[config.mk]
export PLATFORM = sky130hd
export DESIGN_NAME = hall_phase_reference
export DESIGN_NICKNAME = d
export VERILOG_FILES = /design/src/common/hall_phase_pkg.sv /design/src/rtl/hall_angle_map.sv /design/src/rtl/hall_phase_reference.sv /design/src/rtl/pin_sync3.sv
export SDC_FILE = /design/constraint.sdc
export NUM_CORES = 1
export LEC_CHECK = 0
export BUFFER_PORTS_ARGS = -buffer_cell sky130_fd_sc_hd__buf_2
export CAP_MARGIN = 20
export CORE_MARGIN = 2
export CORE_UTILIZATION = 45
export DETAILED_ROUTE_END_ITERATION = 12
export MAX_ROUTING_LAYER = met4
export PLACE_DENSITY = 0.65
export SYNTH_ARGS = -nofsm -noshare
export SYNTH_HDL_FRONTEND = slang
export SYNTH_SLANG_ARGS = --single-unit
[constraint.sdc]
create_clock -name clock -period 17.3 [get_ports clock]
set_input_delay 0.865 -clock clock [delete_from_list [all_inputs] [get_ports clock]]
set_output_delay 0.865 -clock clock [all_outputs]
set_load 0.01 [all_outputs]
[src/common/hall_phase_pkg.sv]
// shared constants and types for the hall phase reference block
package hall_phase_pkg;
	// ----------------------------------------
	// register byte offsets
	// ----------------------------------------
	localparam logic [15:0] OFF_CONFIG   = 16'h0000;
	localparam logic [15:0] OFF_MODE     = 16'h0004;
	localparam logic [15:0] OFF_STORED   = 16'h0008;
	localparam logic [15:0] OFF_ANGLE    = 16'h000C;
	localparam logic [15:0] OFF_CYCLE    = 16'h0010;
	localparam logic [15:0] OFF_CONTROL  = 16'h0014;
	localparam logic [15:0] OFF_PHASE    = 16'h0018;
	localparam logic [15:0] OFF_STATUS   = 16'h001C;
	localparam logic [15:0] OFF_IRQ_STAT = 16'h0020;
	localparam logic [15:0] OFF_IRQ_MASK = 16'h0024;
	localparam logic [15:0] OFF_FLAGS    = 16'hC000;
	// ----------------------------------------
	// field positions
	// ----------------------------------------
	localparam int CFG_HALL_BIT  = 23;
	localparam int CFG_DIR_BIT   = 22;
	localparam int CFG_OFF_LSB   = 16;
	localparam int FLAG_HALL_LSB = 20;
	localparam int ANGLE_SINE_BIT = 8;
	localparam int CTL_PHASE_BIT = 0;
	localparam int CTL_CORR_BIT  = 1;
	localparam int IRQ_DONE      = 0;
	localparam int IRQ_FAIL      = 1;
	localparam int IRQ_CORR      = 2;
	localparam int IRQ_REFUSED   = 3;
	localparam int IRQ_W         = 4;
	// ----------------------------------------
	// reset values and mode codes
	// ----------------------------------------
	localparam logic [23:0] CONFIG_RESET = 24'h80C000;
	localparam logic [1:0]  MODE_RESET   = 2'h1;
	localparam logic [1:0]  MODE_AUTO    = 2'h1;
	localparam logic [23:0] CYCLE_RESET  = 24'h000800;
	localparam logic [7:0]  SINE_LIMIT   = 8'h80;
	// ----------------------------------------
	// angle units: 1/192 cycle holds both 1/64 offsets and zone midpoints
	// ----------------------------------------
	localparam logic [8:0] STEPS_PER_CYCLE = 9'h0C0;
	localparam logic [8:0] HALF_CYCLE      = 9'h060;
	localparam logic [1:0] OFFSET_SCALE    = 2'h3;
	// standard sense runs 3, 2, 6, 4, 5, 1; the 1 to 3 boundary is the cycle zero
	localparam logic [7:0] MID_STATE2 = 8'h30;
	localparam logic [7:0] MID_STATE6 = 8'h50;
	localparam logic [7:0] MID_STATE4 = 8'h70;
	localparam logic [7:0] MID_STATE5 = 8'h90;
	localparam logic [7:0] MID_STATE1 = 8'hB0;
	localparam logic [7:0] MID_STATE3 = 8'h10;
	// ----------------------------------------
	// timing
	// ----------------------------------------
	localparam int CLK_PERIOD_NS = 10;
	localparam int SETTLE_NS     = 60;
	localparam int SETTLE_CYCLES = (SETTLE_NS + CLK_PERIOD_NS - 1) / CLK_PERIOD_NS;
	// ----------------------------------------
	// types
	// ----------------------------------------
	typedef enum logic [1:0] {ST_IDLE, ST_SETTLE, ST_LOAD} phase_state_e;
	typedef struct packed {
		logic t;
		logic u;
		logic v;
		logic w;
	} hall_pins_s;
	typedef struct packed {
		logic       reverse;
		logic [5:0] offset;
		logic       rotate;
	} map_cfg_s;
endpackage : hall_phase_pkg

[src/rtl/hall_angle_map.sv]
// hall state to commutation angle, in 1/192 cycle
`timescale 1ns/10ps
module hall_angle_map (
	// sensor state {u, v, w} and setup
	input  wire logic [2:0]                uvw,
	input  wire hall_phase_pkg::map_cfg_s  cfg,
	// result
	output logic                           valid,
	output logic      [7:0]                angle
);
	logic [7:0] base;
	logic [7:0] dir;
	logic [9:0] sum;

	// zero sits on the v edge while u is low, between states 1 and 3
	always_comb begin
		valid = 1'b1;
		unique case (uvw)
			3'h2: base = hall_phase_pkg::MID_STATE2;
			3'h6: base = hall_phase_pkg::MID_STATE6;
			3'h4: base = hall_phase_pkg::MID_STATE4;
			3'h5: base = hall_phase_pkg::MID_STATE5;
			3'h1: base = hall_phase_pkg::MID_STATE1;
			3'h3: base = hall_phase_pkg::MID_STATE3;
			default: begin
				base  = 8'h00;
				valid = 1'b0;
			end
		endcase
	end

	// reversed sense mirrors the cycle; no midpoint is zero so no wrap case
	always_comb begin
		dir = cfg.reverse ? 8'(hall_phase_pkg::STEPS_PER_CYCLE - {1'b0, base}) : base;
		sum = {2'h0, dir} + 10'(cfg.offset * hall_phase_pkg::OFFSET_SCALE);
		if (cfg.rotate) begin
			sum = sum + {1'b0, hall_phase_pkg::HALF_CYCLE};
		end
		if (sum >= {1'b0, hall_phase_pkg::STEPS_PER_CYCLE}) begin
			sum = sum - {1'b0, hall_phase_pkg::STEPS_PER_CYCLE};
		end
		if (sum >= {1'b0, hall_phase_pkg::STEPS_PER_CYCLE}) begin
			sum = sum - {1'b0, hall_phase_pkg::STEPS_PER_CYCLE};
		end
		angle = sum[7:0];
	end
endmodule : hall_angle_map

[src/rtl/hall_phase_reference.sv]
// hall phase reference: seeds the motor phase position from hall sensors
`timescale 1ns/10ps
// ------------------------------------------------------------------
// ------------------------------------------------------------------
module hall_phase_reference #(
	parameter logic [23:0] CONFIG_INIT = hall_phase_pkg::CONFIG_RESET,
	parameter logic [1:0]  MODE_INIT   = hall_phase_pkg::MODE_RESET
) (
	// clock and reset
	input  wire logic                       clock,
	input  wire logic                       rst,
	// register port
	input  wire logic [15:0]                addr,
	input  wire logic [31:0]                wdata,
	input  wire logic                       wr,
	input  wire logic                       rd,
	output logic      [31:0]                rdata_q,
	// sensor pins
	input  wire hall_phase_pkg::hall_pins_s hall_pins,
	input  wire logic                       in_position,
	// motor side
	output logic      [23:0]                phase_position_q,
	output logic                            motor_enable_q,
	output logic                            irq_q
);
	// ------------------------------------------------------------------
	// register decode
	// ------------------------------------------------------------------
	function automatic logic hit(input logic [15:0] a, input logic [15:0] off);
		return a == off;
	endfunction : hit

	logic [23:0]                  config_q;
	logic [1:0]                   mode_q;
	logic [23:0]                  stored_q;
	logic [8:0]                   angle_set_q;
	logic [23:0]                  cycle_q;
	logic [hall_phase_pkg::IRQ_W-1:0] mask_q;
	logic [hall_phase_pkg::IRQ_W-1:0] stat_q;
	logic [hall_phase_pkg::IRQ_W-1:0] event_d;
	hall_phase_pkg::phase_state_e state_q;
	logic [7:0]                   settle_q;
	logic                         auto_q;
	logic                         phased_q;
	logic [4:0]                   pins_s;
	logic [3:0]                   nibble;
	logic                         in_pos_s;
	logic                         cmd_phase;
	logic                         cmd_corr;
	logic                         corr_ok;
	logic                         load_good;
	logic                         map_valid;
	logic [7:0]                   map_angle;
	logic [39:0]                  product;
	logic [23:0]                  seed_pos;
	logic [31:0]                  rdata_d;
	hall_phase_pkg::map_cfg_s     map_cfg;

	// ------------------------------------------------------------------
	// pin synchronisers
	// ------------------------------------------------------------------
	pin_sync3 #(
		.W(5)
	) u_sync (
		.clock  (clock),
		.rst    (rst),
		.pin_in ({in_position, hall_pins}),
		.pin_out(pins_s)
	);

	assign nibble   = pins_s[3:0];
	assign in_pos_s = pins_s[4];

	// ------------------------------------------------------------------
	// software registers
	// ------------------------------------------------------------------
	always_ff @(posedge clock or posedge rst) begin
		if (rst) begin
			config_q    <= CONFIG_INIT;
			mode_q      <= MODE_INIT;
			stored_q    <= 24'h000000;
			angle_set_q <= 9'h000;
			cycle_q     <= hall_phase_pkg::CYCLE_RESET;
			mask_q      <= '0;
		end else if (wr) begin
			if (hit(addr, hall_phase_pkg::OFF_CONFIG))   config_q    <= wdata[23:0];
			if (hit(addr, hall_phase_pkg::OFF_MODE))     mode_q      <= wdata[1:0];
			if (hit(addr, hall_phase_pkg::OFF_STORED))   stored_q    <= wdata[23:0];
			if (hit(addr, hall_phase_pkg::OFF_ANGLE))    angle_set_q <= wdata[8:0];
			if (hit(addr, hall_phase_pkg::OFF_CYCLE))    cycle_q     <= wdata[23:0];
			if (hit(addr, hall_phase_pkg::OFF_IRQ_MASK)) mask_q      <= wdata[3:0];
		end
	end

	assign cmd_phase = wr && hit(addr, hall_phase_pkg::OFF_CONTROL)
		&& wdata[hall_phase_pkg::CTL_PHASE_BIT];
	assign cmd_corr  = wr && hit(addr, hall_phase_pkg::OFF_CONTROL)
		&& wdata[hall_phase_pkg::CTL_CORR_BIT];
	// correction only once the motor reports in position, never mid-phasing
	assign corr_ok   = cmd_corr && in_pos_s && state_q == hall_phase_pkg::ST_IDLE;

	// ------------------------------------------------------------------
	// angle mapping
	// ------------------------------------------------------------------
	assign map_cfg.reverse = config_q[hall_phase_pkg::CFG_DIR_BIT];
	assign map_cfg.offset  = config_q[hall_phase_pkg::CFG_OFF_LSB +: 6];
	// setting of exactly 128 keeps the direct sense
	assign map_cfg.rotate  = angle_set_q[hall_phase_pkg::ANGLE_SINE_BIT]
		&& angle_set_q[7:0] > hall_phase_pkg::SINE_LIMIT;

	hall_angle_map u_map (
		.uvw  ({nibble[2], nibble[1], nibble[0]}),
		.cfg  (map_cfg),
		.valid(map_valid),
		.angle(map_angle)
	);

	// hall bits are taken only from the flag register address; any other address fails
	assign load_good = config_q[hall_phase_pkg::CFG_HALL_BIT]
		&& config_q[15:0] == hall_phase_pkg::OFF_FLAGS
		&& map_valid;

	// stored offset plays no part here, only cycle length and angle
	assign product  = 40'(map_angle) * 40'(cycle_q);
	assign seed_pos = 24'(product / 40'(hall_phase_pkg::STEPS_PER_CYCLE));

	// ------------------------------------------------------------------
	// phasing sequence
	// ------------------------------------------------------------------
	// auto request lives one cycle after reset; inputs settle before sampling
	always_ff @(posedge clock or posedge rst) begin
		if (rst) begin
			auto_q <= 1'b1;
		end else begin
			auto_q <= 1'b0;
		end
	end

	always_ff @(posedge clock or posedge rst) begin
		if (rst) begin
			state_q  <= hall_phase_pkg::ST_IDLE;
			settle_q <= 8'h00;
		end else begin
			unique case (state_q)
				hall_phase_pkg::ST_IDLE: begin
					settle_q <= 8'h00;
					if ((auto_q && mode_q == hall_phase_pkg::MODE_AUTO) || cmd_phase) begin
						state_q <= hall_phase_pkg::ST_SETTLE;
					end
				end
				hall_phase_pkg::ST_SETTLE: begin
					settle_q <= settle_q + 8'h01;
					if (settle_q == 8'(hall_phase_pkg::SETTLE_CYCLES - 1)) begin
						state_q <= hall_phase_pkg::ST_LOAD;
					end
				end
				hall_phase_pkg::ST_LOAD: begin
					state_q <= hall_phase_pkg::ST_IDLE;
				end
			endcase
		end
	end

	// ------------------------------------------------------------------
	// phase position and motor enable
	// ------------------------------------------------------------------
	always_ff @(posedge clock or posedge rst) begin
		if (rst) begin
			phase_position_q <= 24'h000000;
		end else if (state_q == hall_phase_pkg::ST_LOAD) begin
			if (load_good) phase_position_q <= seed_pos;
		end else if (corr_ok) begin
			phase_position_q <= stored_q;
		end else if (wr && hit(addr, hall_phase_pkg::OFF_PHASE)) begin
			phase_position_q <= wdata[23:0];
		end
	end

	// motor stays off while phasing and after a failed attempt
	always_ff @(posedge clock or posedge rst) begin
		if (rst) begin
			motor_enable_q <= 1'b0;
			phased_q       <= 1'b0;
		end else if (state_q == hall_phase_pkg::ST_SETTLE) begin
			motor_enable_q <= 1'b0;
			phased_q       <= 1'b0;
		end else if (state_q == hall_phase_pkg::ST_LOAD) begin
			motor_enable_q <= load_good;
			phased_q       <= load_good;
		end
	end

	// ------------------------------------------------------------------
	// interrupts
	// ------------------------------------------------------------------
	always_comb begin
		event_d = '0;
		event_d[hall_phase_pkg::IRQ_DONE]    = state_q == hall_phase_pkg::ST_LOAD && load_good;
		event_d[hall_phase_pkg::IRQ_FAIL]    = state_q == hall_phase_pkg::ST_LOAD && !load_good;
		event_d[hall_phase_pkg::IRQ_CORR]    = corr_ok;
		event_d[hall_phase_pkg::IRQ_REFUSED] = cmd_corr && !corr_ok;
	end

	// a new event wins over a write-one clear in the same cycle
	always_ff @(posedge clock or posedge rst) begin
		if (rst) begin
			stat_q <= '0;
		end else if (wr && hit(addr, hall_phase_pkg::OFF_IRQ_STAT)) begin
			stat_q <= (stat_q & ~wdata[3:0]) | event_d;
		end else begin
			stat_q <= stat_q | event_d;
		end
	end

	always_ff @(posedge clock or posedge rst) begin
		if (rst) begin
			irq_q <= 1'b0;
		end else begin
			irq_q <= |(stat_q & mask_q);
		end
	end

	// ------------------------------------------------------------------
	// read port
	// ------------------------------------------------------------------
	always_comb begin
		rdata_d = 32'h00000000;
		unique case (addr)
			hall_phase_pkg::OFF_CONFIG:   rdata_d = {8'h00, config_q};
			hall_phase_pkg::OFF_MODE:     rdata_d = {30'h00000000, mode_q};
			hall_phase_pkg::OFF_STORED:   rdata_d = {8'h00, stored_q};
			hall_phase_pkg::OFF_ANGLE:    rdata_d = {23'h000000, angle_set_q};
			hall_phase_pkg::OFF_CYCLE:    rdata_d = {8'h00, cycle_q};
			hall_phase_pkg::OFF_PHASE:    rdata_d = {8'h00, phase_position_q};
			hall_phase_pkg::OFF_STATUS:   rdata_d = {25'h0000000, in_pos_s, phased_q,
				state_q != hall_phase_pkg::ST_IDLE, nibble};
			hall_phase_pkg::OFF_IRQ_STAT: rdata_d = {28'h0000000, stat_q};
			hall_phase_pkg::OFF_IRQ_MASK: rdata_d = {28'h0000000, mask_q};
			hall_phase_pkg::OFF_FLAGS:    rdata_d = {8'h00, nibble, 20'h00000};
			default:                      rdata_d = 32'h00000000;
		endcase
	end

	always_ff @(posedge clock or posedge rst) begin
		if (rst) begin
			rdata_q <= 32'h00000000;
		end else begin
			rdata_q <= rd ? rdata_d : 32'h00000000;
		end
	end

	// ------------------------------------------------------------------
	// checks
	// ------------------------------------------------------------------
	property p_hall_select;
		@(posedge clock) disable iff (rst)
		state_q == hall_phase_pkg::ST_LOAD && !config_q[hall_phase_pkg::CFG_HALL_BIT]
		|=> stat_q[hall_phase_pkg::IRQ_FAIL] && !motor_enable_q;
	endproperty
	a_hall_select: assert property (p_hall_select) else $error("non-hall config not failed");

	property p_flag_addr;
		@(posedge clock) disable iff (rst)
		state_q == hall_phase_pkg::ST_LOAD && config_q[15:0] != hall_phase_pkg::OFF_FLAGS
		|=> !motor_enable_q && $stable(phase_position_q);
	endproperty
	a_flag_addr: assert property (p_flag_addr) else $error("wrong address still phased");

	property p_invalid_state;
		@(posedge clock) disable iff (rst)
		state_q == hall_phase_pkg::ST_LOAD && (nibble[2:0] == 3'h0 || nibble[2:0] == 3'h7)
		|=> !motor_enable_q && !phased_q && stat_q[hall_phase_pkg::IRQ_FAIL];
	endproperty
	a_invalid_state: assert property (p_invalid_state) else $error("invalid hall state accepted");

	property p_seed_load;
		@(posedge clock) disable iff (rst)
		state_q == hall_phase_pkg::ST_LOAD && load_good
		|=> phase_position_q == $past(seed_pos) && motor_enable_q;
	endproperty
	a_seed_load: assert property (p_seed_load) else $error("seed angle not loaded");

	property p_auto_start;
		@(posedge clock) disable iff (rst)
		// sampled reset keeps the release edge itself out of the antecedent
		!rst && auto_q && mode_q == hall_phase_pkg::MODE_AUTO
		|=> state_q == hall_phase_pkg::ST_SETTLE ##6 state_q == hall_phase_pkg::ST_LOAD;
	endproperty
	a_auto_start: assert property (p_auto_start) else $error("auto phasing missed");

	property p_no_auto;
		@(posedge clock) disable iff (rst)
		state_q == hall_phase_pkg::ST_IDLE && mode_q != hall_phase_pkg::MODE_AUTO && !cmd_phase
		|=> state_q == hall_phase_pkg::ST_IDLE;
	endproperty
	a_no_auto: assert property (p_no_auto) else $error("phasing began without command");

	property p_correction;
		@(posedge clock) disable iff (rst)
		cmd_corr && in_pos_s && state_q == hall_phase_pkg::ST_IDLE
		|=> phase_position_q == $past(stored_q) && stat_q[hall_phase_pkg::IRQ_CORR];
	endproperty
	a_correction: assert property (p_correction) else $error("correction not applied");

	property p_corr_wait;
		@(posedge clock) disable iff (rst)
		cmd_corr && !in_pos_s && state_q == hall_phase_pkg::ST_IDLE
		|=> $stable(phase_position_q) && stat_q[hall_phase_pkg::IRQ_REFUSED];
	endproperty
	a_corr_wait: assert property (p_corr_wait) else $error("correction before in position");

	property p_irq_level;
		@(posedge clock) disable iff (rst)
		(stat_q & mask_q) != '0 ##1 (stat_q & mask_q) != '0 |-> irq_q;
	endproperty
	a_irq_level: assert property (p_irq_level) else $error("interrupt not raised");

	property p_read_idle;
		@(posedge clock) disable iff (rst)
		!rd |=> rdata_q == 32'h00000000;
	endproperty
	a_read_idle: assert property (p_read_idle) else $error("read data outside read cycle");

	// load and correction outrank a direct write, so only plain cycles are checked
	property p_phase_write;
		@(posedge clock) disable iff (rst)
		wr && addr == hall_phase_pkg::OFF_PHASE && state_q != hall_phase_pkg::ST_LOAD
		|=> phase_position_q == 24'($past(wdata));
	endproperty
	a_phase_write: assert property (p_phase_write) else $error("direct position write lost");
endmodule : hall_phase_reference

[src/rtl/pin_sync3.sv]
// three-stage pin synchroniser with agreement filter
`timescale 1ns/10ps
module pin_sync3 #(
	parameter int W = 5
) (
	// clock and reset
	input  wire logic         clock,
	input  wire logic         rst,
	// pins and filtered result
	input  wire logic [W-1:0] pin_in,
	output logic      [W-1:0] pin_out
);
	logic [W-1:0] s1_q;
	logic [W-1:0] s2_q;
	logic [W-1:0] s3_q;
	logic [W-1:0] agree;

	// first stage feeds only the second
	always_ff @(posedge clock or posedge rst) begin
		if (rst) begin
			s1_q <= '0;
			s2_q <= '0;
			s3_q <= '0;
		end else begin
			s1_q <= pin_in;
			s2_q <= s1_q;
			s3_q <= s2_q;
		end
	end

	assign agree = ~(s2_q ^ s3_q);

	// a bit moves only once stages two and three agree
	always_ff @(posedge clock or posedge rst) begin
		if (rst) begin
			pin_out <= '0;
		end else begin
			pin_out <= (s3_q & agree) | (pin_out & ~agree);
		end
	end
endmodule : pin_sync3

==> impl_metrics.tcl <==
set metrics [dict create \
    worstMarginPinSlew_ns 1.05 \
    drive_gt1_share_pct 15.9 \
    clkSinkCount 172 \
    yosysMostFrequentCell "nand2_1" \
    die_h_um 201 \
    async_flop_share_pct 100 \
    arrival_ns 16.22 \
    cts-root-buf "clkbuf_16" \
    post_cts_resized 0 \
    cp_max_fo 20 \
    synth.area.mux_share_pct 7.26 \
    vias 15000 \
    yosys-top-cells-count "nand2_1 (251), inv_1 (175), dfrtp_1 (166)" \
    synth_fa_ha_area_share_pct 21.0 \
    grt_usage_pct 27.0 \
    worst_hold_slack_ns 0.349 \
    dp_cells 2480 \
    drt_iter0_drc 1524 \
    ir_worst_vdd_v 0.0000758 \
    synth_top_cell_by_area "dfrtp_1" \
    synth-simple-area-share_pct 19.1 \
    utilization_pct 49.2 \
    rows 72 \
    grt_max_degree 81 \
    tns_ns 0 \
    drtAntennaViolNets 0 \
    slowest_stage "mux2i_2" \
    wire_per_inst_um 20.5 \
    cts_tree "done" \
    p_leak_uw 0.00826 \
    total_power_uw 1130 \
    postCtsHoldBufs 0 \
    h-tree-depth 4 \
    drt_wl_total_um 51600 \
    gp_congestion 0.925 \
    synth_top_family_by_area "adder cells" \
    synth.ff_latch_count 172 \
    cap_violations 0 \
    max_freq_mhz 63.0 \
    ff2ff_setup_slack_ns 1.42 \
    worstHoldPathType "flip-flop to flip-flop" \
    crit_type "flip-flop to flip-flop" \
    path_clk_slew_ns 0.07 \
    fin_skew_ns 0.0111 \
    grt_antenna_before_repair 4 \
    synth_top_area_share_pct 23.9 \
    synth_area_leaders "dfrtp_1 (24%), fa_1 (15%), mux2_2 (6.2%)" \
    slew_headroom_pct 28.7 \
    synth_compound_area_share_pct 17.4 \
    die_x_um 201 \
    syn_area_per_cell_um2 8.87 \
    end_kind "flip-flop" \
    synth_edf_count 0 \
    power_density_nw_per_um2 59.6 \
    critPathRequiredTime_ns 17.64 \
    first_pass_iters 8 \
    fin_cells 2520 \
    fin_nets 2248 \
    dieArea_um2 40200 \
    via_per_inst 5.94 \
    syn_inst 1961 \
    yosys.cell_types.count 102 \
    finalHoldViolations 0 \
    first_global_vias 14900 \
    worstSkewPairLatency_ns 0.44 \
    start_kind "flip-flop" \
    initial_core_util_pct 45.3 \
    rsz0062_at_grt "no" \
    fin_crit_sh_pct 91.8 \
    synthFlopType "dfrtp_1" \
    timing.final.crit_period_ns 15.88 \
    synth.cell_area_um2 17400 \
    drcViolationCount 0 \
    synth_seq_area_share_pct 24.8 \
    grt_overflow_total 0 \
    syn_to_final_growth_pct 8.65 \
    clock_path_buffers 2 \
    max_stage_delay_ns 0.91 \
    cts_made_buffers 17 \
    cts_setup_buffers 0 \
    slew_viol_final 0 \
    status "finished clean" \
    port_buffers 98 \
    yosys_warnings 0 \
    synth_xor_area_share_pct 3.05 \
    core-area_um2 38400 \
    hpwl_um 38700 \
    grt_pass1_wl_um 83900 \
    io_pins 115 \
    finalSetupViolCount 0 \
]
sequential cells by signal, summed over array words and instances (netlist names), 4 cells and up, named ones only:
register	count
settle_q	8
angle_set_q	9
stat_q	4
mask_q	4
cycle_q	24
stored_q	24
u_sync.s2_q	5
phase_position_q	24
u_sync.s3_q	5
config_q	24
u_sync.s1_q	5
rdata_q	24
layout by cell type, fill, tap and decap left out, types with 30 or more instances in the layout:
master	n
inv_1	174
o21ai_0	75
xnor2_1	37
mux2_2	96
buf_4	32
dfrtp_1	166
fa_1	134
nor2b_1	44
and2_1	102
nand3_1	34
a21oi_1	105
ha_1	71
nand2_1	251
nor2_1	94
nor3_1	30
buf_2	98
logic make-up after synthesis:
group | Yosys count
other cells | 1
fa+ha+maj | 213
mux | 114
compound gates | 425
xor+xnor | 59
simple gates | 667
buf+inv | 310
flops | 172
layer usage:
layer / track usage [%] / routed length (um)
met5: - / 0
met2: 39.8 / 23200
met3: 6.56 / 4180
met4: 10.2 / 1980
met1: 36.1 / 22300
layout make-up:
cell class	instances	area (um2)
multi-input combinational	1487	11900
clock inverter	14	181
tap	518	648
sequential	172	4310
clock buffer	18	429
fill	3605	19500
inverter	175	662
timing repair buffer	132	786
antenna	4	10.0
worst paths after layout:
kind | cells after the start | to | startpoint
hold / removal | 0 | u_sync.s2_q[0] | u_sync.s1_q[0]
setup reg to reg | 56 | phase_position_q[1] | flip-flop
min in group asynchronous | 2 | u_sync.s2_q[4] | rst
setup / recovery | 56 | phase_position_q[1] | flip-flop
max in group asynchronous | 5 | stored_q[13] | rst
hold reg to reg | 0 | u_sync.s2_q[0] | u_sync.s1_q[0]
stage by stage:
stage          worst slack [ns]  instance area [um2]
2_1_floorplan              4.29                17400
3_3_place_gp               1.91                18200
3_5_place_dp               1.56                18200
4_1_cts                    1.50                18800
5_1_grt                   0.194                18900
6_report                   1.42                18900
worst max-delay path, delay by kind of cell, from the launching register on:
kind	cells	cell delay, ns
AOI/OAI and AO/OA	18	5.16
adders and majority gates	10	4.04
and+or+nand+nor	15	3.21
muxes	3	1.38
buffers and inverters	7	0.82
DFF	1	0.57
xor gates and xnor gates	3	0.54
power by group:
| part | switching, uW | internal, uW |
|---|---|---|
| clock | 174 | 230 |
| sequential | 54.7 | 439 |
| combinational | 150 | 77.7 |
| total | 378 | 747 |
Note: power is estimated with default switching activity, not from simulation.
